===== src/shared/hfz_pkg.sv =====
/*
  Package for the debug halt freeze register bank: offsets, field
  positions, reset values and write masks.
  Assumes a 32-bit word register port with byte addresses.
*/
package hfz_pkg;

  // ----------------------------------------------------------------
  // Register byte offsets
  // ----------------------------------------------------------------
  localparam logic [31:0] HFZ_LOW_OFFSET = 32'h40015808;
  localparam logic [31:0] HFZ_HIGH_OFFSET = 32'h4001580C;

  // ----------------------------------------------------------------
  // Reset values
  // ----------------------------------------------------------------
  localparam logic [31:0] HFZ_LOW_RESET = 32'h00000000;
  localparam logic [31:0] HFZ_HIGH_RESET = 32'h00000000;

  // ----------------------------------------------------------------
  // Field positions, low freeze register
  // ----------------------------------------------------------------
  localparam int HFZ_TIMER_THREE_BIT = 1;
  localparam int HFZ_TIMER_SIX_BIT = 4;
  localparam int HFZ_TIMER_SEVEN_BIT = 5;
  localparam int HFZ_TIMER_FOURTEEN_BIT = 8;
  localparam int HFZ_CALENDAR_BIT = 10;
  localparam int HFZ_WINDOW_DOG_BIT = 11;
  localparam int HFZ_INDEP_DOG_BIT = 12;
  localparam int HFZ_BUS_TIMEOUT_BIT = 21;

  // ----------------------------------------------------------------
  // Field positions, high freeze register
  // ----------------------------------------------------------------
  localparam int HFZ_TIMER_ONE_BIT = 11;
  localparam int HFZ_TIMER_FIFTEEN_BIT = 16;
  localparam int HFZ_TIMER_SIXTEEN_BIT = 17;
  localparam int HFZ_TIMER_SEVENTEEN_BIT = 18;

  // ----------------------------------------------------------------
  // Writable bit masks; all other bits are reserved
  // ----------------------------------------------------------------
  localparam logic [31:0] HFZ_LOW_MASK = 32'h00201D32;
  localparam logic [31:0] HFZ_HIGH_MASK = 32'h00070800;

endpackage


===== src/rtl/hfz_reg.sv =====
/*
  One freeze register: a 32-bit word with a writable mask, cleared
  only by the power-on reset.
  Assumes the write strobe is synchronous to core_clk_in.
*/
`timescale 1ns/1ps

module hfz_reg #(
  parameter logic [31:0] MASK = 32'h00000000,
  parameter logic [31:0] RESET_VALUE = 32'h00000000
) (
  // Clock and power-on reset
  input wire logic core_clk_in,
  input wire logic rst_b_in,
  // Write side
  input wire logic wr_en_in,
  input wire logic [31:0] wr_data_in,
  // Stored value
  output logic [31:0] value_out
);

  // Masked storage; every write loads zero into the reserved bits
  always_ff @(posedge core_clk_in or negedge rst_b_in)
  begin
    if (!rst_b_in)
      value_out <= RESET_VALUE;
    else if (wr_en_in)
      value_out <= wr_data_in & MASK;
  end

endmodule


===== src/rtl/hfz_top.sv =====
/*
  Debug halt freeze register bank: two freeze words and the gated
  freeze outputs toward the timers, watchdogs, calendar clock and the
  serial-bus timeout logic.
  Assumes a plain register port on core_clk_in, a halt level from
  logic on the same clock, and a separate system reset that this
  block deliberately ignores.
*/
// Our own choice: the plain strobed port.
// Function
// RULE1: Freeze words cleared only by power-on reset, never by system reset.
// RULE2: Both freeze words read zero after power-on.
// RULE3: Writes during system reset are accepted and kept.
// RULE4: Software uses full 32-bit word accesses only.
// RULE5: Low word bit 1 stops timer three during halt.
// RULE6: Low word bit 4 stops timer six during halt.
// RULE7: Low word bit 5 stops timer seven during halt.
// RULE8: Low word bit 8 stops timer fourteen during halt.
// RULE9: Low word bit 10 stops calendar clock during halt.
// RULE10: Low word bit 11 stops window watchdog during halt.
// RULE11: Low word bit 12 stops independent watchdog during halt.
// RULE12: Low word bit 21 freezes bus timeout detection during halt.
// RULE13: High word bit 11 stops timer one during halt.
// RULE14: High word bit 16 stops timer fifteen during halt.
// RULE15: High word bit 17 stops timer sixteen during halt.
// RULE16: High word bit 18 stops timer seventeen during halt.
// RULE17: Freeze outputs only while halted and bit set; drop on resume.
// RULE18: Reserved bits read zero and ignore writes.
`timescale 1ns/1ps

module hfz_top (
  // Clock and power-on reset
  input wire logic core_clk_in,
  input wire logic rst_b_in,
  // System reset, seen only so writes during it stay legal
  input wire logic sys_rst_b_in,
  // Register port
  input wire logic [31:0] reg_addr_in,
  input wire logic [31:0] reg_wdata_in,
  input wire logic reg_wr_in,
  input wire logic reg_rd_in,
  output logic [31:0] reg_rdata_out,
  // Core halt level from the debug logic
  input wire logic core_halted_in,
  // Freeze outputs, low word peripherals
  output logic timer_three_halt_stop_out,
  output logic timer_six_halt_stop_out,
  output logic timer_seven_halt_stop_out,
  output logic timer_fourteen_halt_stop_out,
  output logic calendar_clock_halt_stop_out,
  output logic window_dog_halt_stop_out,
  output logic independent_dog_halt_stop_out,
  output logic bus_timeout_halt_stop_out,
  // Freeze outputs, high word peripherals
  output logic timer_one_halt_stop_out,
  output logic timer_fifteen_halt_stop_out,
  output logic timer_sixteen_halt_stop_out,
  output logic timer_seventeen_halt_stop_out
);

  // ----------------------------------------------------------------
  // Decode
  // ----------------------------------------------------------------

  logic sel_low;
  logic sel_high;
  logic wr_low;
  logic wr_high;
  logic [31:0] low_word;
  logic [31:0] high_word;
  logic [31:0] next_rdata;

  // Full word match; byte lanes do not exist on this port
  // A narrow or offset access misses the match and is dropped
  assign sel_low = (reg_addr_in == hfz_pkg::HFZ_LOW_OFFSET); // [RULE4]
  assign sel_high = (reg_addr_in == hfz_pkg::HFZ_HIGH_OFFSET);
  // System reset is not part of the write term on purpose
  assign wr_low = reg_wr_in && sel_low; // [RULE3]
  assign wr_high = reg_wr_in && sel_high; // [RULE3]

  // ----------------------------------------------------------------
  // Freeze words
  // ----------------------------------------------------------------

  // Low word: timers, calendar clock, watchdogs, bus timeout
  hfz_reg #(
    .MASK(hfz_pkg::HFZ_LOW_MASK),
    .RESET_VALUE(hfz_pkg::HFZ_LOW_RESET)
  ) u_low (
    .core_clk_in(core_clk_in),
    .rst_b_in(rst_b_in), // [RULE1] [RULE2]
    .wr_en_in(wr_low),
    .wr_data_in(reg_wdata_in), // [RULE18]
    .value_out(low_word)
  );

  // High word: advanced and general timers
  hfz_reg #(
    .MASK(hfz_pkg::HFZ_HIGH_MASK),
    .RESET_VALUE(hfz_pkg::HFZ_HIGH_RESET)
  ) u_high (
    .core_clk_in(core_clk_in),
    .rst_b_in(rst_b_in), // [RULE1] [RULE2]
    .wr_en_in(wr_high),
    .wr_data_in(reg_wdata_in), // [RULE18]
    .value_out(high_word)
  );

  // ----------------------------------------------------------------
  // Read path
  // ----------------------------------------------------------------

  // Unmapped addresses read zero
  always_comb
  begin
    next_rdata = 32'h00000000;
    if (reg_rd_in && sel_low)
      next_rdata = low_word; // [RULE18]
    else if (reg_rd_in && sel_high)
      next_rdata = high_word; // [RULE18]
  end

  // Read data stands one cycle after the strobe only
  always_ff @(posedge core_clk_in or negedge rst_b_in)
  begin
    if (!rst_b_in)
      reg_rdata_out <= 32'h00000000;
    else
      reg_rdata_out <= next_rdata;
  end

  // ----------------------------------------------------------------
  // Freeze outputs
  // ----------------------------------------------------------------

  // Combinational gating so release is immediate on resume
  assign timer_three_halt_stop_out = core_halted_in &&
    low_word[hfz_pkg::HFZ_TIMER_THREE_BIT]; // [RULE5] [RULE17]
  assign timer_six_halt_stop_out = core_halted_in &&
    low_word[hfz_pkg::HFZ_TIMER_SIX_BIT]; // [RULE6] [RULE17]
  assign timer_seven_halt_stop_out = core_halted_in &&
    low_word[hfz_pkg::HFZ_TIMER_SEVEN_BIT]; // [RULE7] [RULE17]
  assign timer_fourteen_halt_stop_out = core_halted_in &&
    low_word[hfz_pkg::HFZ_TIMER_FOURTEEN_BIT]; // [RULE8] [RULE17]
  assign calendar_clock_halt_stop_out = core_halted_in &&
    low_word[hfz_pkg::HFZ_CALENDAR_BIT]; // [RULE9] [RULE17]
  assign window_dog_halt_stop_out = core_halted_in &&
    low_word[hfz_pkg::HFZ_WINDOW_DOG_BIT]; // [RULE10] [RULE17]
  assign independent_dog_halt_stop_out = core_halted_in &&
    low_word[hfz_pkg::HFZ_INDEP_DOG_BIT]; // [RULE11] [RULE17]
  assign bus_timeout_halt_stop_out = core_halted_in &&
    low_word[hfz_pkg::HFZ_BUS_TIMEOUT_BIT]; // [RULE12] [RULE17]
  assign timer_one_halt_stop_out = core_halted_in &&
    high_word[hfz_pkg::HFZ_TIMER_ONE_BIT]; // [RULE13] [RULE17]
  assign timer_fifteen_halt_stop_out = core_halted_in &&
    high_word[hfz_pkg::HFZ_TIMER_FIFTEEN_BIT]; // [RULE14] [RULE17]
  assign timer_sixteen_halt_stop_out = core_halted_in &&
    high_word[hfz_pkg::HFZ_TIMER_SIXTEEN_BIT]; // [RULE15] [RULE17]
  assign timer_seventeen_halt_stop_out = core_halted_in &&
    high_word[hfz_pkg::HFZ_TIMER_SEVENTEEN_BIT]; // [RULE16] [RULE17]
endmodule


===== config.mk =====
export PLATFORM = sky130hd
export DESIGN_NAME = hfz_top
export DESIGN_NICKNAME = d
export VERILOG_FILES = /design/src/shared/hfz_pkg.sv /design/src/rtl/hfz_reg.sv /design/src/rtl/hfz_top.sv
export SDC_FILE = /design/constraint.sdc
export NUM_CORES = 1
export LEC_CHECK = 0
export CAP_MARGIN = 20
export CORE_MARGIN = 3
export CORE_UTILIZATION = 55
export CTS_CLUSTER_SIZE = 24
export DETAILED_ROUTE_END_ITERATION = 12
export DONT_BUFFER_PORTS = 1
export PLACE_DENSITY = 0.74
export SYNTH_ARGS = -nofsm -noshare
export SYNTH_HDL_FRONTEND = slang
export SYNTH_SLANG_ARGS = --single-unit

===== constraint.sdc =====
create_clock -name core_clk_in -period 1.2 [get_ports core_clk_in]
set_clock_uncertainty 0.15 [all_clocks]
set_input_delay 0.18 -clock core_clk_in [delete_from_list [all_inputs] [get_ports core_clk_in]]
set_output_delay 0.18 -clock core_clk_in [all_outputs]
set_load 0.005 [all_outputs]

==> results.md <==
* Vias in the first global route at 818
* Register area share after synthesis at 48.5%
* Arrival time at the worst endpoint at about 1.4 ns
* Avg Inst Size Synth at 11.9 sq um
* Yosys warnings at 0
* Layout area overhead at 40.9%
* Max-cap violations at 0
* Port Buffers at 0
* Minimum clock period at 1.37 ns
* # fillers at 96
* R2r endpoint: u_low.value_out[11]$_DFFE_PN0P_
* HPWL after detailed placement at approximately 1800 um
* Final setup violation count at 22
* Synth top area cells: dfrtp_1 49%, buf_4 13%, mux2_2 11%
* Status: finished with violations
* Clock root buffer: clkbuf_4
* Layout cells sized above 1 at 46.0%
* First DRT Iteration DRCs at 23
* Power Total at 1.24 mW
* Core area at 2000 sq um
* Total CTS buffers at 3
* Top Ports at 114
* First-pass GRT wire length at 4030 um
* Skew-Pair Late Insertion Delay at 0.31 ns
* Post-DR vias/cell at 5.37
* Antenna Nets Post-Route at 0
* Post-place setup slack at -0.544 ns
* Tcrit/Tclk final at 114%
* Die Y at 52.4 um
* Count of final hold-check violations at 0
* Setup CP Type: input pin to flop
* CP endpoint kind: flop
* Worst setup SP type: input pin
* Global Route Usage Sum at 20.7%
* Gr ovfl total at 0
* Vias at 880
* Worst hold stages at 4
* Clock Path Buffers at 2
* IR drop worst, VDD at 0.639 mV
* Power density over cell area at 744 nW/um^2
* Starting Density at between 50% and 60%
* Fmax at 729 MHz
* N_diodes at 0
* Unrepaired setup endpoints after global routing: true
* Largest net degree at the start of global routing at 24
* Cell area after synthesis at 1190 sq um
* Min-Delay Endpoint: reg_rdata_out[11]$_DFF_PN0_
* Failing checks: setup timing
* Worst hold start: reg_addr_in[13]
* Syn Inst Count at 100
* Top cell type's share of synthesized area at about 49%
* Synth area leader: dfrtp_1
* RePlAce Congestion at 0.720
* Antenna violations before repair at 0
* First-pass iteration count of the detailed router at 4
* Req. time, crit path at about 1.3 ns
* WHS at just under 0.06 ns
* Nets@finish at about 210
* Min setup slack post-route at -0.172 ns
* Wire length per cell at 20.3 um
* Flops & latches, synth at 23
* R2R Path Start: u_low.value_out[11]$_DFFE_PN0P_
* H-tree depth at 1
* Slew Limit Fails at 0
* Worst min path class: input pin to flop
* CTS sink cnt at 23
* Wirelength, routed at around 3300 um
* Crit Path Max Fanout at 8
* Remaining DRCs at 0
* Clock Pin Slew Worst Setup and Hold Paths at 0.13 ns
* Synth unique cells at 18
* CTS tree: built
* Reg2reg setup slack at 0.02 ns
* Rows at 16
* Reg2Reg Depth at 3
* Die footprint at 2750 sq um
* Leak at 0.841 nW
* Die span in x at about 52 um
where the power goes:
part / internal [mW] / switching, mW / total (mW) / leakage [nW]
clock: 0.124 / 0.232 / 0.357 / 0.0177
combinational: 0.0594 / 0.0532 / 0.113 / 0.502
sequential: 0.775 / 0.00000000245 / 0.775 / 0.322
metrics by stage:
step,area (sq um),util (%),TNS (ns),std cells
after floorplan,1380,-,-9.35,120
after global placement,1290,64.3,-9.51,129
after global routing,1670,83.5,-3.78,164
after detailed placement,1290,64.3,-10.54,129
final,1670,83.5,-2.75,164
after CTS,1570,78.2,-4.99,156
kinds of logic after synthesis:
family / Yosys count / share of synthesized area [%]
buf+inv: 26 / 15.0
flops: 23 / 48.5
mux: 13 / 12.2
other cells: 1 / 0.316
simple gates: 37 / 23.9
synthesized netlist by cell type (all sizes together):
master  count
nor4        8
mux2       12
nand4       2
conb        1
clkbuf      1
mux2i       1
dfrtp      23
nor2        1
and3b       1
and4        3
and2       19
buf        22
nor4bb      1
nor4b       2
inv         3
worst max-delay path by stage:
stage                               start                         endpoint  slack (ns)  cells past startpoint
after floorplan           reg_addr_in[23]  u_low.value_out[10]$_DFFE_PN0P_       -0.58                      4
after global placement    reg_addr_in[17]   u_low.value_out[5]$_DFFE_PN0P_       -0.50                      5
after detailed placement  reg_addr_in[17]  u_low.value_out[10]$_DFFE_PN0P_       -0.54                      5
after CTS                 reg_addr_in[19]  u_low.value_out[12]$_DFFE_PN0P_       -0.19                      5
after global routing      reg_addr_in[17]  u_low.value_out[10]$_DFFE_PN0P_       -0.21                      5
final                     reg_addr_in[17]  u_low.value_out[10]$_DFFE_PN0P_       -0.17                      5
per-layer routing:
layer | track usage, % | wire length (um)
met5 | 0 | 0
met4 | 5.11 | 68
met3 | 3.70 | 247
met2 | 37.8 | 1860
met1 | 24.7 | 1160
critical path, stage by stage:
cell and delay, ns:
nor4bb_4 0.31, nand4_4 0.17, nor4_4 0.25, buf_6 0.18
mux2_2 0.34
area by class of cell:
type	count	area [sq um]	share of cell area (%)
Inverter	3	11.3	0.674
Clock inverter	1	5.00	0.299
Timing Repair Buffer	36	325	19.5
Sequential cell	23	576	34.4
Tap cell	27	33.8	2.02
Multi-Input combinational cell	71	698	41.8
Clock buffer	3	22.5	1.35
cell usage in the layout, fill, tap and decap left out, drive strengths merged, types with 2 or more instances in the layout:
cell type     n
and2         19
nor4          8
nor4b         2
inv           3
dfrtp        23
nand4         2
and4          3
mux2         12
conb         21
clkbuf        3
dlygate4sd3  14
buf          21
sequential cells by signal, summed over array words and instances, names as in the netlist:
signal            cells
reg_rdata_out        11
u_low.value_out       8
u_high.value_out      4
timing repair:
| item | CTS | global route |
|---|---|---|
| setup buffers | 11 | 5 |
| resized for setup | 10 | 14 |
| endpoints found under the hold margin | 39 | 2 |
| endpoints found under the setup margin | 28 | 33 |
| hold buffers | 13 | 2 |
| pin swaps | 4 | 6 |
Note: power is estimated with default switching activity, not from simulation.
